## config.mk

```make
export PLATFORM = sky130hd
export DESIGN_NAME = spcb_top
export DESIGN_NICKNAME = d
export VERILOG_FILES = /design/src/spcb_pkg.sv /design/src/spcb_queue.sv /design/src/spcb_top.sv
export VERILOG_INCLUDE_DIRS = /design/src
export SDC_FILE = /design/constraint.sdc
export NUM_CORES = 1
export LEC_CHECK = 0
export BUFFER_PORTS_ARGS = -buffer_cell sky130_fd_sc_hd__buf_4
export CAP_MARGIN = 40
export CORE_MARGIN = 3
export CORE_UTILIZATION = 30
export DETAILED_ROUTE_END_ITERATION = 10
export PLACE_DENSITY_LB_ADDON = 0.08
export SKIP_CTS_REPAIR_TIMING = 1
export SYNTH_ARGS = -nofsm -noshare
export SYNTH_HDL_FRONTEND = slang
export SYNTH_SLANG_ARGS = --single-unit
```

## constraint.sdc

```tcl
create_clock -name clock_i -period 2.1 [get_ports clock_i]
set_clock_uncertainty 0.1 [all_clocks]
set_input_delay 0 -clock clock_i [delete_from_list [all_inputs] [get_ports clock_i]]
set_output_delay 0 -clock clock_i [all_outputs]
set_load 0.005 [all_outputs]
```

## src/spcb_defs.svh

```systemverilog
`ifndef SPCB_DEFS_SVH
`define SPCB_DEFS_SVH

// register byte offsets
`define SPCB_OFF_CTRL2 12'h000
`define SPCB_OFF_STAT1 12'h004
`define SPCB_OFF_CTRL1 12'h008
`define SPCB_OFF_TXSTAT 12'h00C
`define SPCB_OFF_EVT 12'h010
`define SPCB_OFF_MASK 12'h014

// control two fields
`define SPCB_C2_TIE 7
`define SPCB_C2_DONE_IRQ_EN 6
`define SPCB_C2_RIE 5
`define SPCB_C2_IDLE_IRQ_EN 4
`define SPCB_C2_SEN 3
`define SPCB_C2_LON 2
`define SPCB_C2_RWU 1
`define SPCB_C2_SBK 0

// control one fields
`define SPCB_C1_LOOP 0
`define SPCB_C1_RX_SOURCE_SELECT 1
`define SPCB_C1_DIR 2
`define SPCB_C1_WAKE 3
`define SPCB_C1_LBRK 4

// status one fields
`define SPCB_S1_TX_EMPTY_FLAG 7
`define SPCB_S1_TC 6
`define SPCB_S1_RX_FULL_FLAG 5
`define SPCB_S1_IDLE 4

// event bits
`define SPCB_EV_IDLEQ 0
`define SPCB_EV_BRKQ 1
`define SPCB_EV_WAKE 2
`define SPCB_EV_PINREL 3

// reset values
`define SPCB_RST_CTRL2 8'h00
`define SPCB_RST_CTRL1 8'h00
`define SPCB_RST_MASK 4'h0

// break lengths in bit times
`define SPCB_BRK_SHORT 4'hA
`define SPCB_BRK_LONG 4'hD

`endif

```

## src/spcb_pkg.sv

```systemverilog
package spcb_pkg;
	typedef enum logic [3:0] {
		SPCB_IDLE = 4'h1,
		SPCB_BREAK = 4'h2,
		SPCB_PREAMB = 4'h4,
		SPCB_DRAIN = 4'h8
	} spcb_tx_state_t;
endpackage

```

## src/spcb_queue.sv

```systemverilog
`timescale 1ns/1ps
`include "spcb_defs.svh"

// queues idle and break characters toward the transmit shifter
module spcb_queue
	import spcb_pkg::*;
(
	// clock and reset
	input wire logic clock_i,
	input wire logic resetn_i,
	// control
	input wire logic sender_enable_i,
	input wire logic send_break_i,
	input wire logic long_break_select_i,
	input wire logic idle_req_i,
	input wire logic bit_tick_i,
	input wire logic data_busy_i,
	// state
	output logic queue_busy_o,
	output logic break_active_o,
	output logic preamble_active_o,
	output logic brk_start_o
);
	spcb_tx_state_t state_q;
	spcb_tx_state_t state_d;
	logic [3:0] cnt_q;
	logic [3:0] cnt_d;
	logic idle_pend_q;
	logic brk_pend_q;
	logic sbk_prev_q;
	logic [3:0] brk_len;
	logic idle_pend_d;
	logic brk_pend_d;

	// break of 10 or 13 low bit times, picked by long_break_select_i
	assign brk_len = long_break_select_i ? `SPCB_BRK_LONG : `SPCB_BRK_SHORT;

	always_comb begin
		state_d = state_q;
		cnt_d = cnt_q;
		idle_pend_d = idle_pend_q | idle_req_i;
		// a rising edge queues one break; holding high keeps queuing
		brk_pend_d = brk_pend_q | (send_break_i & ~sbk_prev_q);
		brk_start_o = 1'b0;
		case (state_q)
			SPCB_IDLE: begin
				// queued characters wait for current data to finish
				// start on a bit boundary so a character is whole bit times
				if (!data_busy_i && bit_tick_i) begin
					if (brk_pend_q || send_break_i) begin
						state_d = SPCB_BREAK;
						cnt_d = brk_len;
						brk_pend_d = 1'b0;
						brk_start_o = 1'b1;
					end else if (idle_pend_q) begin
						state_d = SPCB_PREAMB;
						cnt_d = `SPCB_BRK_SHORT;
						idle_pend_d = idle_req_i;
					end
				end
			end
			SPCB_BREAK, SPCB_PREAMB: begin
				if (bit_tick_i) begin
					cnt_d = cnt_q - 4'h1;
					if (cnt_q == 4'h1) begin
						if (state_q == SPCB_BREAK && send_break_i) begin
							// held send break chains the next break with no gap
							cnt_d = brk_len;
							brk_pend_d = 1'b0;
							brk_start_o = 1'b1;
						end else begin
							state_d = SPCB_IDLE;
						end
					end
				end
			end
			default: begin
				state_d = SPCB_IDLE;
			end
		endcase
	end

	always_ff @(posedge clock_i) begin
		if (!resetn_i) begin
			state_q <= SPCB_IDLE;
			cnt_q <= 4'h0;
			idle_pend_q <= 1'b0;
			brk_pend_q <= 1'b0;
			sbk_prev_q <= 1'b0;
		end else begin
			state_q <= state_d;
			cnt_q <= cnt_d;
			idle_pend_q <= idle_pend_d;
			brk_pend_q <= brk_pend_d;
			sbk_prev_q <= send_break_i;
		end
	end

	assign break_active_o = (state_q == SPCB_BREAK);
	assign preamble_active_o = (state_q == SPCB_PREAMB);
	assign queue_busy_o = (state_q != SPCB_IDLE) | idle_pend_q | brk_pend_q;
	wire unused_en = sender_enable_i;
endmodule

```

## src/spcb_top.sv

```systemverilog
`timescale 1ns/1ps
`include "spcb_defs.svh"

module spcb_top
	import spcb_pkg::*;
(
	// clock and reset
	input wire logic clock_i,
	input wire logic resetn_i,
	// apb slave
	input wire logic psel_i,
	input wire logic penable_i,
	input wire logic pwrite_i,
	input wire logic [11:0] paddr_i,
	input wire logic [31:0] pwdata_i,
	output logic [31:0] prdata_o,
	output logic pready_o,
	output logic pslverr_o,
	// datapath flags and events
	input wire logic tx_empty_flag_i,
	input wire logic tx_data_busy_i,
	input wire logic rx_full_flag_i,
	input wire logic idle_flag_i,
	input wire logic [3:0] status_low_i,
	input wire logic rx_idle_line_i,
	input wire logic rx_msb_set_i,
	input wire logic bit_tick_i,
	// control toward datapath
	output logic sender_on_o,
	output logic listener_active_o,
	output logic rx_standby_o,
	output logic break_active_o,
	output logic preamble_active_o,
	// pins
	input wire logic txd_pin_i,
	output logic txd_o,
	output logic txd_oe_o,
	input wire logic txd_shift_i,
	output logic rx_data_o,
	output logic txd_owned_o,
	output logic rxd_owned_o,
	input wire logic rxd_pin_i,
	// interrupts
	output logic irq_o,
	output logic evt_irq_o
);
	// ****************************************
	// registers
	// ****************************************
	logic [7:0] ctrl2_q;
	logic [7:0] ctrl1_q;
	logic [3:0] evt_q;
	logic [3:0] mask_q;
	logic [31:0] prdata_q;
	logic pready_q;
	logic pslverr_q;
	logic done_q;
	logic done_seen_q;
	logic irq_q;
	logic evt_irq_q;
	logic txd_q;
	logic txd_oe_q;
	logic rxd_q;
	logic owned_q;
	logic rx_own_q;
	logic [1:0] rxd_sync_q;
	logic [1:0] txd_sync_q;
	logic idle_req_q;

	// ****************************************
	// bus decode
	// ****************************************
	wire setup = psel_i & ~penable_i;
	// writes land at the access edge, where the master samples ready
	wire acc_ph = psel_i & penable_i & pready_q;
	wire wr = acc_ph & pwrite_i;
	wire rd = setup & ~pwrite_i;
	wire hit_c2 = paddr_i == `SPCB_OFF_CTRL2;
	wire hit_s1 = paddr_i == `SPCB_OFF_STAT1;
	wire hit_c1 = paddr_i == `SPCB_OFF_CTRL1;
	wire hit_tx = paddr_i == `SPCB_OFF_TXSTAT;
	wire hit_ev = paddr_i == `SPCB_OFF_EVT;
	wire hit_mk = paddr_i == `SPCB_OFF_MASK;
	wire mapped = hit_c2 | hit_s1 | hit_c1 | hit_tx | hit_ev | hit_mk;
	wire wr_c2 = wr & hit_c2;
	wire [7:0] wdat = pwdata_i[7:0];

	// ****************************************
	// transmitter control
	// ****************************************
	wire sen = ctrl2_q[`SPCB_C2_SEN];
	wire send_break_ctl = ctrl2_q[`SPCB_C2_SBK];
	wire loop_sel = ctrl1_q[`SPCB_C1_LOOP];
	wire src_sel = ctrl1_q[`SPCB_C1_RX_SOURCE_SELECT];
	wire single_wire = loop_sel & src_sel;
	wire q_busy;
	wire brk_act;
	wire pre_act;
	wire brk_start;
	wire tx_busy = tx_data_busy_i | q_busy;
	// 0-then-1 in one write cannot be seen; a rewrite of 1 after 0 is the cue
	wire sen_rise = wr_c2 & wdat[`SPCB_C2_SEN] & ~sen;
	wire idle_req = sen_rise & tx_busy;

	spcb_queue u_queue (
		.clock_i(clock_i),
		.resetn_i(resetn_i),
		.sender_enable_i(sen),
		.send_break_i(send_break_ctl),
		.long_break_select_i(ctrl1_q[`SPCB_C1_LBRK]),
		.idle_req_i(idle_req_q),
		.bit_tick_i(bit_tick_i),
		.data_busy_i(tx_data_busy_i),
		.queue_busy_o(q_busy),
		.break_active_o(brk_act),
		.preamble_active_o(pre_act),
		.brk_start_o(brk_start)
	);

	// pin stays owned while anything is still going out
	wire own_d = sen | tx_busy;
	// single-wire receive direction turns the driver off
	wire drive_d = own_d & ~(single_wire & ~ctrl1_q[`SPCB_C1_DIR]);
	wire txd_d = brk_act ? 1'b0 : (pre_act ? 1'b1 : txd_shift_i);
	wire rx_own_d = ctrl2_q[`SPCB_C2_LON] & ~loop_sel;
	wire rx_in = single_wire ? txd_sync_q[1] : (loop_sel ? txd_d : rxd_sync_q[1]);

	// ****************************************
	// wakeup and flags
	// ****************************************
	wire wake_hit = ctrl2_q[`SPCB_C2_RWU] &
		(ctrl1_q[`SPCB_C1_WAKE] ? rx_msb_set_i : rx_idle_line_i);
	// done flag clears on preamble or break queue after a status read
	wire done_clr = done_seen_q & (idle_req | (wr_c2 & wdat[`SPCB_C2_SBK]));
	wire done_now = tx_empty_flag_i & ~tx_busy;
	wire [7:0] stat1 = {tx_empty_flag_i, done_q, rx_full_flag_i, idle_flag_i, status_low_i};
	wire [3:0] evt_set = {~own_d & owned_q, wake_hit, brk_start, idle_req};
	wire [7:0] ctrl2_wr = wdat & ~({7'h00, wake_hit} << `SPCB_C2_RWU);
	wire irq_d = (ctrl2_q[`SPCB_C2_TIE] & tx_empty_flag_i) |
		(ctrl2_q[`SPCB_C2_DONE_IRQ_EN] & done_q) |
		(ctrl2_q[`SPCB_C2_RIE] & rx_full_flag_i) |
		(ctrl2_q[`SPCB_C2_IDLE_IRQ_EN] & idle_flag_i);

	// ****************************************
	// read mux
	// ****************************************
	wire [7:0] rd_byte = hit_c2 ? ctrl2_q :
		hit_s1 ? stat1 :
		hit_c1 ? ctrl1_q :
		hit_tx ? {4'h0, owned_q, q_busy, brk_act, pre_act} :
		hit_ev ? {4'h0, evt_q} :
		hit_mk ? {4'h0, mask_q} : 8'h00;

	always_ff @(posedge clock_i) begin
		if (!resetn_i) begin
			ctrl2_q <= `SPCB_RST_CTRL2;
		end else if (wr_c2) begin
			ctrl2_q <= ctrl2_wr;
		end else if (wake_hit) begin
			ctrl2_q[`SPCB_C2_RWU] <= 1'b0;
		end
	end

	always_ff @(posedge clock_i) begin
		if (!resetn_i) begin
			ctrl1_q <= `SPCB_RST_CTRL1;
			mask_q <= `SPCB_RST_MASK;
		end else begin
			if (wr & hit_c1) begin
				ctrl1_q <= {3'h0, wdat[4:0]};
			end
			if (wr & hit_mk) begin
				mask_q <= wdat[3:0];
			end
		end
	end

	// set wins over a write-one clear
	always_ff @(posedge clock_i) begin
		if (!resetn_i) begin
			evt_q <= 4'h0;
		end else begin
			evt_q <= (evt_q & ~((wr & hit_ev) ? wdat[3:0] : 4'h0)) | evt_set;
		end
	end

	always_ff @(posedge clock_i) begin
		if (!resetn_i) begin
			done_q <= 1'b1;
			done_seen_q <= 1'b0;
			idle_req_q <= 1'b0;
		end else begin
			idle_req_q <= idle_req;
			if (done_clr) begin
				done_q <= 1'b0;
				done_seen_q <= 1'b0;
			end else begin
				done_q <= done_now | (done_q & ~tx_busy);
				if (rd & hit_s1 & done_q) begin
					done_seen_q <= 1'b1;
				end
			end
		end
	end

	// status register has no write path at all
	always_ff @(posedge clock_i) begin
		if (!resetn_i) begin
			prdata_q <= 32'h0000_0000;
			pready_q <= 1'b0;
			pslverr_q <= 1'b0;
		end else begin
			pready_q <= setup;
			pslverr_q <= setup & ~mapped;
			prdata_q <= rd ? {24'h000000, rd_byte} : 32'h0000_0000;
		end
	end

	always_ff @(posedge clock_i) begin
		if (!resetn_i) begin
			rxd_sync_q <= 2'b11;
			txd_sync_q <= 2'b11;
			txd_q <= 1'b1;
			txd_oe_q <= 1'b0;
			owned_q <= 1'b0;
			rx_own_q <= 1'b0;
			rxd_q <= 1'b1;
			irq_q <= 1'b0;
			evt_irq_q <= 1'b0;
		end else begin
			rxd_sync_q <= {rxd_sync_q[0], rxd_pin_i};
			txd_sync_q <= {txd_sync_q[0], txd_pin_i};
			txd_q <= txd_d;
			txd_oe_q <= drive_d;
			owned_q <= own_d;
			rx_own_q <= rx_own_d;
			rxd_q <= rx_in;
			irq_q <= irq_d;
			evt_irq_q <= |(evt_q & mask_q);
		end
	end

	assign prdata_o = prdata_q;
	assign pready_o = pready_q;
	assign pslverr_o = pslverr_q;
	assign txd_o = txd_q;
	assign txd_oe_o = txd_oe_q;
	assign txd_owned_o = owned_q;
	assign rxd_owned_o = rx_own_q;
	assign rx_data_o = rxd_q;
	assign irq_o = irq_q;
	assign evt_irq_o = evt_irq_q;
	assign sender_on_o = owned_q;
	assign listener_active_o = rx_own_q;
	assign rx_standby_o = ctrl2_q[`SPCB_C2_RWU];
	assign break_active_o = brk_act;
	assign preamble_active_o = pre_act;
endmodule

```

==> flow_metrics.tcl <==
set metrics [dict create \
    status "complete, no violations" \
    rsz0062_at_grt "no" \
    initial_core_util_pct 31.7 \
    cts_made_buffers 5 \
    detail_route.drc_violations 0 \
    syn_area_sq_um 2830 \
    crit_family "compound AO/OA/AOI/OAI gates" \
    fillers 915 \
    slowest_delay_ps 500 \
    dpl.cell_count 496 \
    cp.required_ps 2210 \
    vias 2734 \
    powerDensity_nw_per_um2 578 \
    cp_cell_sequence "ha_1 > or3b_2 > o311ai_2 > a21oi_1 > o221a_2" \
    r2r_setup_slack_ps 130 \
    grt_overflow 0 \
    cp_slowest_cell "or3b_2" \
    clk_pin_slew_ps 100 \
    diodes 0 \
    syn_inst 331 \
    stdcell_count 530 \
    clk_latency_ps 310 \
    setup_viol 0 \
    core_sq_um 8930 \
    seq_area_frac_synth_pct 38.9 \
    cp-end-kind "flip-flop" \
    p_leak_nw 1.46 \
    dpl_cell_area_sq_um 3360 \
    wirelength_microns 8600 \
    worst-path-max-fanout 5 \
    dieArea_sq_um 10600 \
    viasPerCell 5.16 \
    die_h_microns 103 \
    crit_path_start_kind "flip-flop" \
    grt_usage_pct 15.8 \
    tightest_slew_ps 525 \
    antenna_found_initial 0 \
    clock_sinks 55 \
    ys_ff_latch 55 \
    rows 34 \
    grt_max_degree 28 \
    async_reset_ff_share_pct 0 \
    syn_to_final_growth_pct 31.1 \
    yosys_warnings 0 \
    tritoncts "done" \
    criticalPathCategory "flip-flop to flip-flop" \
    tns_ps 0 \
    hold_viol 0 \
    layout-drive-gt1-share_pct 23.7 \
    hp-class "input port to flip-flop" \
    portBuffers 60 \
    synth_edf_count 0 \
    grt_pass1_wl_microns 13000 \
    grt_pass1_vias 2497 \
    vdd_drop_max_uv 295 \
    dr.first_iter.drc_count 134 \
    dieWidth_microns 103 \
    htree_levels 2 \
    fmaxAchievable_ghz 0.507 \
    fin_crit_sh_pct 93.9 \
    gp_congestion 0.839 \
    antenna_left 0 \
    relSlewSlack_pct 65.0 \
    synth_ff_type "dfxtp_1" \
    yosysUniqueCellTypes 62 \
    clock-root-buffer "clkbuf_8" \
    ios 109 \
    drt_first_pass_iters 4 \
    maxSlewViolCount 0 \
    maxCapViolCount 0 \
    min_period_ps 1970 \
    fin_area_sq_um 3710 \
    critical_path_buf_inv_count 0 \
    crit_arrival_ps 2080 \
    dpl.hpwl_microns 6260 \
    post_drt_wl_per_cell_microns 16.2 \
    fin_nets 486 \
    synth_area_per_cell_sq_um 8.56 \
    cts_buffer_depth 2 \
]
## power by group
part | switching [mW] | internal [mW] | total [mW] | leakage (nW)
sequential | 0.0424 | 1.08 | 1.12 | 0.446
combinational | 0.211 | 0.229 | 0.440 | 0.962
clock | 0.357 | 0.230 | 0.587 | 0.0477
total | 0.611 | 1.54 | 2.15 | 1.46
## metrics by stage
step / util (%) / power, mW / hold slack [ps] / setup slack [ps]
6_report: 41.6 / 2.15 / 7.51 / 129
5_1_grt: 41.6 / 2.26 / 27.0 / 41.3
4_1_cts: 38.6 / 2.12 / -239 / -28.0
3_5_place_dp: 37.6 / 1.54 / 89.1 / -25.7
3_3_place_gp: 37.6 / 1.54 / 84.1 / 77.4
2_1_floorplan: - / 1.38 / -21.7 / 187
## cells in the final DEF, fill, tap and decap left out, types with 2 or more instances in the layout
| cell type | instances |
|---|---|
| conb_1 | 24 |
| o211ai_1 | 3 |
| nor3_1 | 7 |
| nand4_1 | 4 |
| mux2_2 | 4 |
| o221a_2 | 2 |
| and2_1 | 3 |
| nand2_1 | 19 |
| nand4b_1 | 2 |
| buf_4 | 75 |
| inv_1 | 7 |
| nor4_1 | 2 |
| nor4bb_1 | 2 |
| clkinv_2 | 3 |
| dlygate4sd3_1 | 26 |
| o22ai_1 | 2 |
| dfxtp_1 | 55 |
| ha_1 | 2 |
| nor2b_1 | 3 |
| a21boi_0 | 2 |
| nor3b_1 | 5 |
| nor2_1 | 15 |
| mux2i_1 | 9 |
| or4_4 | 2 |
| a21oi_1 | 31 |
| clkbuf_8 | 5 |
| nand2b_1 | 11 |
| nand3_1 | 24 |
| o21a_1 | 4 |
| nor4b_1 | 2 |
| a41o_1 | 3 |
| a22oi_1 | 7 |
| or3_1 | 2 |
| o21ai_0 | 26 |
| and4_1 | 2 |
## logic make-up after synthesis
logic type               count (synthesis)  share of synthesized area [%]
AND/OR/NAND/NOR                        116                           23.9
AO/OA/AOI/OAI                           93                           20.8
flip-flops                              55                           38.9
buffers and inverters                   49                           10.1
multiplexers                            13                           4.77
adder cells (fa/ha/maj)                  2                          0.883
XOR/XNOR                                 2                          0.618
other                                    1                          0.132
## synthesized netlist by cell type (all sizes together), types with 3 or more instances
cell type,number,area [sq um]
a21oi,31,155
a22oi,7,52.6
a41o,3,30.0
and2,3,18.8
buf,30,214
clkbuf,11,41.3
dfxtp,55,1100
inv,8,30.0
mux2,4,45.0
mux2i,9,90.1
nand2,19,71.3
nand2b,11,68.8
nand3,24,120
nand4,4,25.0
nor2,15,56.3
nor2b,3,18.8
nor3,8,45.0
nor3b,5,37.5
nor4,3,25.0
nor4b,3,32.5
o211ai,3,22.5
o21a,4,30.0
o21ai,26,130
o22ai,3,25.0
or4,3,30.0
## tightest hold or removal path, cell delays in order
cell	delay, ps
buf_4	70
mux2_2	140
nand2_1	70
nand2_1	60
a21oi_1	30
## cell type report
| type | instances | area, sq um | area share, % |
|---|---|---|---|
| flip-flops and latches | 55 | 1100 | 29.6 |
| well taps | 108 | 135 | 3.64 |
| repair buffers | 101 | 823 | 22.2 |
| clock buffers | 5 | 68.8 | 1.85 |
| clock inverters | 3 | 15.0 | 0.404 |
| multi-input cells | 250 | 1540 | 41.5 |
| inverters | 8 | 30.0 | 0.808 |
## final timing paths
check | from | to | depth (start not counted)
min reg2reg | rxd_sync_q[0] | rxd_sync_q[1] | 1
max | u_queue.cnt_q[0] | u_queue.cnt_q[2] | 5
max reg2reg | u_queue.cnt_q[0] | u_queue.cnt_q[2] | 5
min | rx_msb_set_i | ctrl2_q[1] | 5
## registers in the layout, summed over array words and instances (netlist names), 2 cells and up
register	cells
txd_sync_q	2
evt_q	4
prdata_o	8
rxd_sync_q	2
u_queue.state_q	3
mask_q	4
ctrl2_q	8
ctrl1_q	5
u_queue.cnt_q	4
## per-layer routing
metal  track usage (%)  part of all wire (%)
met2              24.3                    46
met3              2.88                   5.7
met1              22.6                    47
met4              4.48                   1.1
met5                 0                     0
(Power assumes the default switching activity.)
